## src/shared/instr_exc_map.svh

```systemverilog
`ifndef INSTR_EXC_MAP_SVH
`define INSTR_EXC_MAP_SVH
// Purpose: offsets, field positions, reset values and vector offsets
// Assumes: 32-bit Avalon-MM word registers, byte addresses
// Notes:   the offsets, bit positions, reset, vector and latency figures of the exception unit live here

// register byte offsets
`define OFS_STATUS      5'h00
`define OFS_EXC_STATUS  5'h04
`define OFS_SHADOW_XP   5'h08
`define OFS_SHADOW_SB   5'h0c
`define OFS_VEC_BASE    5'h10
`define OFS_CAUSE       5'h14

// status register bits
`define BIT_FREEZE      0
`define BIT_IRQ_DIS     1
`define BIT_MIS_MASK    2
`define BIT_SUPER       31

// reset values: supervisor, frozen, interrupts disabled
`define RST_STATUS      32'h80000003
`define RST_VEC_BASE    32'h00000000

// vector offsets
`define VEC_IRQ         12'h008
`define VEC_MISALIGN    12'h020
`define VEC_UNIMPL      12'h028
`define VEC_PRIV        12'h030
`define VEC_BOUND       12'h038
`define VEC_ERROR       12'h3f8
`define TRAP_USER_MIN   8'h80

// interrupt latency figures
`define LAT_FIXED       3
`define LAT_DATA_MULT   4
`endif

```

## src/shared/instr_exc_pkg.sv

```systemverilog
// Purpose: types shared by the exception unit and its bench
// Assumes: nothing beyond the map header
// Notes:   instruction classes as presented by the decode stage
package instr_exc_pkg;
  typedef enum logic [3:0] {
    K_NONE, K_LOAD, K_STORE, K_XCHG, K_TCND, K_TB0, K_TB1, K_TBND, K_CTRL, K_OTHER
  } instr_kind_t;

  typedef enum logic [1:0] {
    SZ_BYTE, SZ_HALF, SZ_WORD, SZ_DWORD
  } acc_size_t;
endpackage : instr_exc_pkg

```

## src/design/instr_unit_exception_logic.sv

```systemverilog
// Purpose: recognise, rank and dispatch instruction-unit exceptions
// Assumes: decode stage holds an instruction until instrDone pulses
// Notes:   request line sampled on falling edges, everything else on rising
`include "instr_exc_map.svh"

module instr_unit_exception_logic #(
  parameter int MEM_D_LAT = 1,
  parameter int MEM_I_LAT = 1
) (
  input  wire  logic                       clock,
  input  wire  logic                       rst,
  // Avalon-MM slave
  input  wire  logic [4:0]                 avs_address,
  input  wire  logic                       avs_read,
  input  wire  logic                       avs_write,
  input  wire  logic [31:0]                avs_writedata,
  input  wire  logic [3:0]                 avs_byteenable,
  output logic       [31:0]                avs_readdata,
  output logic                             avs_waitrequest,
  // interrupt line, active high level
  input  wire  logic                       irqReq,
  // decode stage
  input  wire  logic                       instrValid,
  input  wire  logic [31:0]                instrAddr,
  input  wire  instr_exc_pkg::instr_kind_t instrKind,
  input  wire  instr_exc_pkg::acc_size_t   accSize,
  input  wire  logic [31:0]                accAddr,
  input  wire  logic [4:0]                 destReg,
  input  wire  logic                       unimplOp,
  input  wire  logic                       unitOp,
  input  wire  logic                       userOption,
  input  wire  logic                       ctrlIsFloat,
  input  wire  logic [7:0]                 trapVec,
  input  wire  logic                       condTrue,
  input  wire  logic [31:0]                trapOperand,
  input  wire  logic [4:0]                 trapBit,
  input  wire  logic [31:0]                bndValue,
  input  wire  logic [31:0]                bndLimit,
  // machine state
  input  wire  logic [31:0]                scoreboard,
  input  wire  logic [2:0]                 dataPending,
  input  wire  logic                       prefetchBusy,
  input  wire  logic                       rteDone,
  // results
  output logic                             instrDone,
  output logic                             suppress,
  output logic [31:0]                      alignedAddr,
  output logic                             sbSetValid,
  output logic [4:0]                       sbSetReg,
  output logic                             excTake,
  output logic [11:0]                      excOffset,
  output logic [31:0]                      excFetchAddr,
  output logic                             unitExcTake
);
  import instr_exc_pkg::*;

  localparam int LAT_WORST = `LAT_FIXED + MEM_I_LAT +
                             ((`LAT_DATA_MULT * MEM_D_LAT > MEM_I_LAT) ?
                              `LAT_DATA_MULT * MEM_D_LAT : MEM_I_LAT);

  typedef enum logic [1:0] {S_RUN, S_DRAIN, S_DONE} state_t;

  // ********************************
  // state
  // ********************************
  logic [31:0] status_r;
  logic [31:0] excStatus_r;
  logic [31:0] shadowXp_r;
  logic [31:0] shadowSb_r;
  logic [31:0] vecBase_r;
  logic [11:0] lastOffset_r;
  logic [15:0] latCount_r;
  logic [31:0] lastAddr_r;
  logic        irqSample_r;
  logic        irqSeen_r;
  logic        holdOne_r;
  logic        waitReq_r;
  logic [31:0] rdata_r;
  state_t      state_r;
  logic        instrDone_r;
  logic        suppress_r;
  logic [31:0] alignedAddr_r;
  logic        sbSetValid_r;
  logic [4:0]  sbSetReg_r;
  logic        excTake_r;
  logic [11:0] excOffset_r;
  logic [31:0] excFetchAddr_r;
  logic        unitExcTake_r;

  // ********************************
  // interrupt sampling
  // ********************************
  // falling-edge pair: one sample, one internal signalling edge
  always_ff @(negedge clock) begin
    if (rst) begin
      irqSample_r <= 1'b0;
      irqSeen_r   <= 1'b0;
    end else begin
      irqSample_r <= irqReq;
      irqSeen_r   <= irqSample_r;
    end
  end

  // ********************************
  // decode checks
  // ********************************
  logic        isUser;
  logic        isMem;
  logic        isTrap;
  logic        misaligned;
  logic        privFault;
  logic        trapTaken;
  logic        bndFault;
  logic        trapWait;
  logic        irqWanted;
  logic        accept;
  logic [31:0] sizeMask;
  logic [11:0] selOffset;
  logic        selExc;
  logic        selUnit;

  always_comb begin
    unique case (accSize)
      SZ_BYTE:  sizeMask = 32'h00000000;
      SZ_HALF:  sizeMask = 32'h00000001;
      SZ_WORD:  sizeMask = 32'h00000003;
      SZ_DWORD: sizeMask = 32'h00000007;
    endcase
  end

  always_comb begin
    isUser     = ~status_r[`BIT_SUPER];
    isMem      = (instrKind == K_LOAD) || (instrKind == K_STORE) || (instrKind == K_XCHG);
    isTrap     = (instrKind == K_TCND) || (instrKind == K_TB0) || (instrKind == K_TB1);
    misaligned = isMem && ((accAddr & sizeMask) != 32'h0) &&
                 ~status_r[`BIT_MIS_MASK];
    privFault  = isUser && (((instrKind == K_CTRL) && ~ctrlIsFloat) ||
                            (isMem && userOption) ||
                            (isTrap && trapVec < `TRAP_USER_MIN));
    unique case (instrKind)
      K_TCND:  trapTaken = condTrue;
      K_TB0:   trapTaken = ~trapOperand[trapBit];
      K_TB1:   trapTaken = trapOperand[trapBit];
      default: trapTaken = 1'b0;
    endcase
    bndFault   = (instrKind == K_TBND) && (bndValue > bndLimit);
    trapWait   = isTrap && ((scoreboard != 32'h0) || (dataPending != 3'h0));
    irqWanted  = irqSeen_r && ~status_r[`BIT_IRQ_DIS] && ~holdOne_r;
  end

  // fixed priority, most severe first
  always_comb begin
    selExc    = 1'b1;
    selUnit   = 1'b0;
    selOffset = 12'h000;
    if (unitOp && unimplOp) begin
      selExc  = 1'b0;
      selUnit = 1'b1;
    end else if (unimplOp) begin
      selOffset = `VEC_UNIMPL;
    end else if (privFault) begin
      selOffset = `VEC_PRIV;
    end else if (misaligned) begin
      selOffset = `VEC_MISALIGN;
    end else if (bndFault) begin
      selOffset = `VEC_BOUND;
    end else if (trapTaken) begin
      selOffset = {1'b0, trapVec, 3'b000};
    end else begin
      selExc = 1'b0;
    end
  end

  assign accept = instrValid && ~instrDone_r && (state_r == S_RUN) &&
                  ~irqWanted && ~trapWait;

  // ********************************
  // sequencing
  // ********************************
  always_ff @(posedge clock) begin
    if (rst) begin
      state_r    <= S_RUN;
      latCount_r <= 16'h0000;
    end else begin
      unique case (state_r)
        S_RUN: begin
          if (irqWanted) begin
            state_r    <= S_DRAIN;
            latCount_r <= 16'h0001;
          end
        end
        S_DRAIN: begin
          latCount_r <= latCount_r + 16'h0001;
          // up to four data accesses plus a parallel prefetch must finish
          if (dataPending == 3'h0 && ~prefetchBusy) begin
            state_r <= S_DONE;
          end
        end
        S_DONE: begin
          state_r <= S_RUN;
        end
      endcase
    end
  end

  // ********************************
  // instruction results
  // ********************************
  always_ff @(posedge clock) begin
    if (rst) begin
      instrDone_r   <= 1'b0;
      suppress_r    <= 1'b0;
      alignedAddr_r <= 32'h00000000;
      sbSetValid_r  <= 1'b0;
      sbSetReg_r    <= 5'h00;
      unitExcTake_r <= 1'b0;
      lastAddr_r    <= 32'h00000000;
    end else begin
      instrDone_r   <= accept;
      suppress_r    <= accept && selExc;
      unitExcTake_r <= accept && selUnit;
      alignedAddr_r <= accAddr & ~sizeMask;
      sbSetValid_r  <= accept && ~unimplOp && (misaligned || privFault) &&
                       ((instrKind == K_LOAD) || (instrKind == K_XCHG));
      sbSetReg_r    <= destReg;
      if (accept) begin
        lastAddr_r <= instrAddr;
      end
    end
  end

  // ********************************
  // exception dispatch and shadow state
  // ********************************
  logic        takeInstr;
  logic        takeIrq;
  logic        frozen;
  logic [11:0] takeOffset;
  logic [31:0] bwr;

  always_comb begin
    frozen     = status_r[`BIT_FREEZE];
    takeInstr  = accept && selExc;
    takeIrq    = (state_r == S_DONE);
    takeOffset = takeIrq ? (frozen ? `VEC_ERROR : `VEC_IRQ) : selOffset;
  end

  always_ff @(posedge clock) begin
    if (rst) begin
      excTake_r      <= 1'b0;
      excOffset_r    <= 12'h000;
      excFetchAddr_r <= `RST_VEC_BASE;
      lastOffset_r   <= 12'h000;
    end else begin
      excTake_r <= takeInstr || takeIrq;
      if (takeInstr || takeIrq) begin
        excOffset_r    <= takeOffset;
        excFetchAddr_r <= vecBase_r + {20'h00000, takeOffset};
        lastOffset_r   <= takeOffset;
      end
    end
  end

  // shadow registers capture an exception only while unfrozen; bus writes still load excStatus_r and shadowSb_r
  always_ff @(posedge clock) begin
    if (rst) begin
      shadowXp_r  <= 32'h00000000;
      excStatus_r <= `RST_STATUS;
    end else if ((takeInstr || takeIrq) && ~frozen) begin
      shadowXp_r  <= takeIrq ? lastAddr_r : instrAddr;
      excStatus_r <= status_r;
    end else if (avs_write && ~waitReq_r && avs_address == `OFS_EXC_STATUS) begin
      excStatus_r <= merge(excStatus_r);
    end
  end

  always_ff @(posedge clock) begin
    if (rst) begin
      shadowSb_r <= 32'h00000000;
    end else if ((takeInstr || takeIrq) && ~frozen) begin
      shadowSb_r <= scoreboard;
    end else if (avs_write && ~waitReq_r && avs_address == `OFS_SHADOW_SB) begin
      shadowSb_r <= merge(shadowSb_r);
    end
  end

  // ********************************
  // status register
  // ********************************
  function automatic logic [31:0] merge(input logic [31:0] old);
    logic [31:0] res;
    res = old;
    for (int b = 0; b < 4; b++) begin
      if (avs_byteenable[b]) begin
        res[b*8 +: 8] = avs_writedata[b*8 +: 8];
      end
    end
    return res;
  endfunction : merge

  // always_comb so that write data and byte lanes read inside merge are tracked too
  always_comb bwr = merge(status_r);

  always_ff @(posedge clock) begin
    if (rst) begin
      status_r <= `RST_STATUS;
    end else if (takeInstr || takeIrq) begin
      status_r[`BIT_FREEZE]  <= 1'b1;
      status_r[`BIT_IRQ_DIS] <= 1'b1;
      status_r[`BIT_SUPER]   <= 1'b1;
    end else if (rteDone) begin
      status_r <= excStatus_r;
    end else if (avs_write && ~waitReq_r && avs_address == `OFS_STATUS) begin
      status_r <= bwr;
    end
  end

  // a control store that re-enables interrupts holds them off one instruction
  always_ff @(posedge clock) begin
    if (rst) begin
      holdOne_r <= 1'b0;
    end else if (avs_write && ~waitReq_r && avs_address == `OFS_STATUS &&
                 status_r[`BIT_IRQ_DIS] && ~bwr[`BIT_IRQ_DIS]) begin
      holdOne_r <= 1'b1;
    end else if (accept || rteDone) begin
      holdOne_r <= 1'b0;
    end
  end

  always_ff @(posedge clock) begin
    if (rst) begin
      vecBase_r <= `RST_VEC_BASE;
    end else if (avs_write && ~waitReq_r && avs_address == `OFS_VEC_BASE) begin
      vecBase_r <= merge(vecBase_r) & 32'hfffff000;
    end
  end

  // ********************************
  // bus slave
  // ********************************
  // one wait cycle per access keeps read data registered
  always_ff @(posedge clock) begin
    if (rst) begin
      waitReq_r <= 1'b1;
      rdata_r   <= 32'h00000000;
    end else begin
      waitReq_r <= ~((avs_read || avs_write) && waitReq_r);
      unique case (avs_address)
        `OFS_STATUS:     rdata_r <= status_r;
        `OFS_EXC_STATUS: rdata_r <= excStatus_r;
        `OFS_SHADOW_XP:  rdata_r <= shadowXp_r;
        `OFS_SHADOW_SB:  rdata_r <= shadowSb_r;
        `OFS_VEC_BASE:   rdata_r <= vecBase_r;
        `OFS_CAUSE:      rdata_r <= {latCount_r, 4'h0, lastOffset_r};
        default:         rdata_r <= 32'h00000000;
      endcase
    end
  end

  assign avs_readdata    = rdata_r;
  assign avs_waitrequest = waitReq_r;
  assign instrDone       = instrDone_r;
  assign suppress        = suppress_r;
  assign alignedAddr     = alignedAddr_r;
  assign sbSetValid      = sbSetValid_r;
  assign sbSetReg        = sbSetReg_r;
  assign excTake         = excTake_r;
  assign excOffset       = excOffset_r;
  assign excFetchAddr    = excFetchAddr_r;
  assign unitExcTake     = unitExcTake_r;
endmodule : instr_unit_exception_logic

```

## config.mk

```make
export PLATFORM = sky130hd
export DESIGN_NAME = instr_unit_exception_logic
export DESIGN_NICKNAME = d
export VERILOG_FILES = /design/src/shared/instr_exc_pkg.sv /design/src/design/instr_unit_exception_logic.sv
export VERILOG_INCLUDE_DIRS = /design/src /design/src/shared
export SDC_FILE = /design/constraint.sdc
export NUM_CORES = 1
export LEC_CHECK = 0
export BUFFER_PORTS_ARGS = -buffer_cell sky130_fd_sc_hd__buf_2
export CORE_MARGIN = 2
export CORE_UTILIZATION = 35
export CTS_CLUSTER_DIAMETER = 40
export DETAILED_ROUTE_END_ITERATION = 8
export HOLD_SLACK_MARGIN = 0.02
export MAX_ROUTING_LAYER = met4
export SLEW_MARGIN = 20
export SYNTH_ARGS = -nofsm -noshare
export SYNTH_HDL_FRONTEND = slang
export SYNTH_SLANG_ARGS = --single-unit
```

## constraint.sdc

```tcl
create_clock -name clock -period 3.25 [get_ports clock]
set_input_delay 0.1625 -clock clock [delete_from_list [all_inputs] [get_ports clock]]
set_output_delay 0.1625 -clock clock [all_outputs]
set_load 0.005 [all_outputs]
```

==> impl_metrics.xml <==
<?xml version="1.0" encoding="UTF-8"?>
<metrics>
  <group name="global_route">
    <metric name="grt_start_max_net_pins" unit="">147</metric>
    <metric name="grt_first_pass_wirelength" unit="mm">82.5</metric>
    <metric name="antenna_violations_before_repair" unit="">4</metric>
    <metric name="gr-total-overflow" unit="">0</metric>
    <metric name="global_route.usage.total" unit="%">25.9</metric>
    <metric name="grt_pass1_vias" unit="">14300</metric>
  </group>
  <group name="synth">
    <metric name="combinational_family_with_the_most_area_after_synthesis" unit="">compound AO/OA/AOI/OAI gates</metric>
    <metric name="post_synth_xor_area_fraction" unit="%">0.619</metric>
    <metric name="post_synth_and_or_nand_nor_area_fraction" unit="%">14.8</metric>
    <metric name="synth_largest_type_area_fraction" unit="%">43.0</metric>
    <metric name="syn_inst" unit="">1540</metric>
    <metric name="synth_top_flop_cell" unit="">sky130_fd_sc_hd__dfxtp_1</metric>
    <metric name="ys_ff_latch" unit="">304</metric>
    <metric name="yosys.area.top_type" unit="">sky130_fd_sc_hd__dfxtp_1</metric>
    <metric name="synth.mux.area_fraction" unit="%">11.2</metric>
    <metric name="ys_async_sr_fraction" unit="%">0</metric>
    <metric name="synth_seq_area_share" unit="%">43.0</metric>
    <metric name="summed_instance_area_of_the_synthesized_netlist" unit="mm^2">0.0142</metric>
    <metric name="synth.top_cells.by_area" unit="">sky130_fd_sc_hd__dfxtp_1, sky130_fd_sc_hd__mux2i_1, sky130_fd_sc_hd__a211oi_1, sky130_fd_sc_hd__a21oi_1, sky130_fd_sc_hd__ha_1</metric>
    <metric name="synth_cell_type_count" unit="">64</metric>
    <metric name="share_of_the_synthesized_area_in_compound_gates_ao_oa_aoi_oai" unit="%">21.3</metric>
    <metric name="syn-mean-instance-area" unit="um^2">9.19</metric>
    <metric name="yosys.area_share.adder" unit="%">3.18</metric>
    <metric name="yosysWarnings" unit="">0</metric>
    <metric name="synth_edf_count" unit="">0</metric>
  </group>
  <group name="hold_path">
    <metric name="hp-start" unit="">scoreboard[27]</metric>
    <metric name="timing.hold.worst_path_depth" unit="">3</metric>
    <metric name="hold_path_class" unit="">primary input to flip-flop</metric>
  </group>
  <group name="critical_path">
    <metric name="worstPathArrival" unit="ns">4.24</metric>
    <metric name="startpoint_types" unit="">flip-flop</metric>
    <metric name="worstRegToRegCells" unit="">10</metric>
    <metric name="path_class" unit="">flip-flop to flip-flop</metric>
    <metric name="critical_path.max_fanout" unit="">13</metric>
    <metric name="required" unit="ns">3.69</metric>
    <metric name="path_buf_inv" unit="">4</metric>
    <metric name="startpoint" unit="">irqSeen_r$_SDFF_NP0_</metric>
    <metric name="critPathCaptureType" unit="">flip-flop</metric>
    <metric name="cp_slowest_stage_delay" unit="ns">0.38</metric>
    <metric name="r2r-start" unit="">irqSeen_r$_SDFF_NP0_</metric>
    <metric name="regToRegSetupSlack" unit="ns">-0.55</metric>
    <metric name="crit_cells" unit="">10</metric>
    <metric name="cell_chain_of_the_critical_path" unit="">inv_2 &gt; o31ai_4 &gt; a2111o_2 &gt; o21ba_4 &gt; buf_12 &gt; nor2_4 &gt; buf_6 &gt; buf_8 &gt; a21oi_1 &gt; a211oi_1</metric>
    <metric name="critical-path-top-delay-family" unit="">compound AO/OA/AOI/OAI gates</metric>
    <metric name="timing.critical_path.slowest_stage_cell" unit="">sky130_fd_sc_hd__a2111o_2</metric>
  </group>
  <group name="floorplanning">
    <metric name="initial_utilization" unit="%">35.5</metric>
    <metric name="io_pins" unit="">392</metric>
    <metric name="fp.coreArea" unit="mm^2">0.0398</metric>
    <metric name="floorplan_die_height" unit="um">205</metric>
    <metric name="fp.dieArea" unit="mm^2">0.0421</metric>
    <metric name="die-width" unit="um">205</metric>
    <metric name="floorplan.rows" unit="">73</metric>
  </group>
  <group name="clocking">
    <metric name="cts.sink_count" unit="">304</metric>
    <metric name="max-clock-path-buffers" unit="">3</metric>
    <metric name="worst_setup_hold_path_clk_slew" unit="ns">0.05</metric>
    <metric name="total_clock_buffers_created_by_cts" unit="">48</metric>
    <metric name="htree_levels" unit="">2</metric>
    <metric name="clock_tree_from_tritoncts" unit="">built</metric>
    <metric name="insertion_delay" unit="ns">0.59</metric>
    <metric name="root_buffer" unit="">sky130_fd_sc_hd__clkbuf_16</metric>
  </group>
  <group name="drt">
    <metric name="drcViolationCount" unit="">0</metric>
    <metric name="wl_per_cell" unit="um">21.4</metric>
    <metric name="vias" unit="">14700</metric>
    <metric name="drt-vias-per-instance" unit="">5.58</metric>
    <metric name="postRouteAntennaNets" unit="">0</metric>
    <metric name="detailedRoute.firstPassIterationCount" unit="">9</metric>
    <metric name="finalWirelength" unit="mm">56.3</metric>
    <metric name="drt-initial-drc-count" unit="">1352</metric>
  </group>
  <group name="flow_run">
    <metric name="max-cap-violations" unit="">0</metric>
  </group>
  <group name="timing">
    <metric name="tightest_slew" unit="ns">1.03</metric>
    <metric name="setup-violations-final" unit="">202</metric>
    <metric name="timing.final.max_slew_violations" unit="">0</metric>
    <metric name="clock_skews" unit="ns">0.0541</metric>
    <metric name="worst_slack" unit="ns">-0.546</metric>
    <metric name="relSlewSlack" unit="%">31.1</metric>
    <metric name="holdWs" unit="ns">0.0172</metric>
    <metric name="grt_setup_unrepaired" unit="">true</metric>
    <metric name="finalHoldViolCount" unit="">0</metric>
    <metric name="totalNegativeSetupSlack" unit="ns">-71.48</metric>
  </group>
  <group name="finish">
    <metric name="drive_above_1_share" unit="%">33.8</metric>
    <metric name="mostFrequentLayoutCell" unit="">sky130_fd_sc_hd__buf_2</metric>
    <metric name="non_filler_cells_final" unit="">2629</metric>
    <metric name="finalNetCount" unit="">2372</metric>
    <metric name="utilization_of_the_core_after_routing" unit="%">53.4</metric>
    <metric name="synthToLayoutAreaGrowth" unit="%">50.1</metric>
    <metric name="post-route-cell-area" unit="mm^2">0.0212</metric>
    <metric name="most_frequent_cells_in_the_layout" unit="">sky130_fd_sc_hd__buf_2, sky130_fd_sc_hd__dfxtp_1, sky130_fd_sc_hd__mux2i_1</metric>
  </group>
  <group name="placement">
    <metric name="dpl_cell_area" unit="mm^2">0.0170</metric>
    <metric name="gpl.final_weighted_congestion" unit="">0.893</metric>
    <metric name="hpwl_after_dpl" unit="mm">37.6</metric>
    <metric name="dpl_worst_slack" unit="ns">-0.487</metric>
    <metric name="io_buffers" unit="">383</metric>
    <metric name="placed_cells" unit="">2381</metric>
  </group>
  <group name="power">
    <metric name="max-vdd-ir-drop" unit="mV">0.310</metric>
    <metric name="static-leakage-power" unit="nW">9.08</metric>
    <metric name="power_density" unit="mW/mm^2">518</metric>
    <metric name="totalPowerFinal" unit="mW">11.0</metric>
  </group>
  <group name="status">
    <metric name="failed_checks" unit="">negative setup slack</metric>
    <metric name="run_status" unit="">complete, but fails checks</metric>
  </group>
</metrics>
-- power by group --
group / internal (mW) / leakage (nW) / switching [mW] / total [mW]
Clock: 3.65 / 0.862 / 1.91 / 5.56
Sequential: 3.84 / 2.47 / 0.0827 / 3.92
Combinational: 0.688 / 5.74 / 0.825 / 1.51
-- timing repair --
| action | in CTS | in global routing |
|---|---|---|
| hold buffers | 129 | 0 |
| endpoints found under the setup margin | 178 | 207 |
| gates resized for setup | 112 | 69 |
| pin swaps | 11 | 19 |
| gates cloned | 8 | 6 |
| endpoints found under the hold margin | 184 | 0 |
| buffers inserted | 8 | 8 |
-- Yosys cell counts, types with 18 or more instances --
library cell               number
sky130_fd_sc_hd__dfxtp_1      304
sky130_fd_sc_hd__mux2i_1      148
sky130_fd_sc_hd__a211oi_1     125
sky130_fd_sc_hd__a21oi_1      101
sky130_fd_sc_hd__nand2_1       92
sky130_fd_sc_hd__clkbuf_1      84
sky130_fd_sc_hd__nor3_1        80
sky130_fd_sc_hd__nor2_1        62
sky130_fd_sc_hd__nand3_1       52
sky130_fd_sc_hd__inv_1         49
sky130_fd_sc_hd__a222oi_1      44
sky130_fd_sc_hd__nor2b_1       40
sky130_fd_sc_hd__o21ai_0       38
sky130_fd_sc_hd__a22oi_1       37
sky130_fd_sc_hd__ha_1          36
sky130_fd_sc_hd__o22ai_1       24
sky130_fd_sc_hd__buf_2         23
sky130_fd_sc_hd__buf_4         23
sky130_fd_sc_hd__and2_1        18
-- flip-flops by register name, indices dropped and copies added (netlist names), 2 cells and up --
name / count
alignedAddr: 32
avs_readdata: 32
excStatus_r: 32
lastAddr_r: 32
shadowSb_r: 32
shadowXp_r: 32
status_r: 32
excFetchAddr: 21
vecBase_r: 20
latCount_r: 16
excOffset: 7
sbSetReg: 5
state_r: 2
-- worst min-delay path, cell delays in order --
cell and delay, ns:
sky130_fd_sc_hd__buf_2 0.11, sky130_fd_sc_hd__nor3_1 0.06, sky130_fd_sc_hd__a211oi_2 0.17
-- logic make-up after synthesis --
logic type / after synthesis
flip-flops: 304
other: 1
multiplexers: 157
XOR/XNOR: 10
AO/OA/AOI/OAI: 428
adder cells (fa/ha/maj): 36
buffers and inverters: 188
AND/OR/NAND/NOR: 416
-- path summary, 6_finish.rpt --
kind | end
worst min register to register | irqSeen_r$_SDFF_NP0_
worst max-delay path | shadowXp_r[12]$_SDFFE_PP0P_
worst max register to register | shadowXp_r[12]$_SDFFE_PP0P_
worst min-delay path | shadowSb_r[27]$_SDFFE_PP0P_
-- layer usage --
metal / vias up / wire (um) / global-route usage, %
met5: - / 0 / -
met4: 0 / 1750 / 8.79
met3: 123 / 3980 / 4.09
met2: 653 / 26700 / 40.6
met1: 7059 / 23900 / 33.9
li1: 6837 / - / -
-- final cells by class --
cell class                 instances  area [um^2]
tap                              525          657
clock inverter                    31          454
timing repair buffer             603         4530
multi-input combinational       1055         8010
sequential                       304         6090
antenna                            5         12.5
fill                            3654        18600
clock buffer                      57         1310
inverter                          49          184
Power figures use the tool's default switching activity.
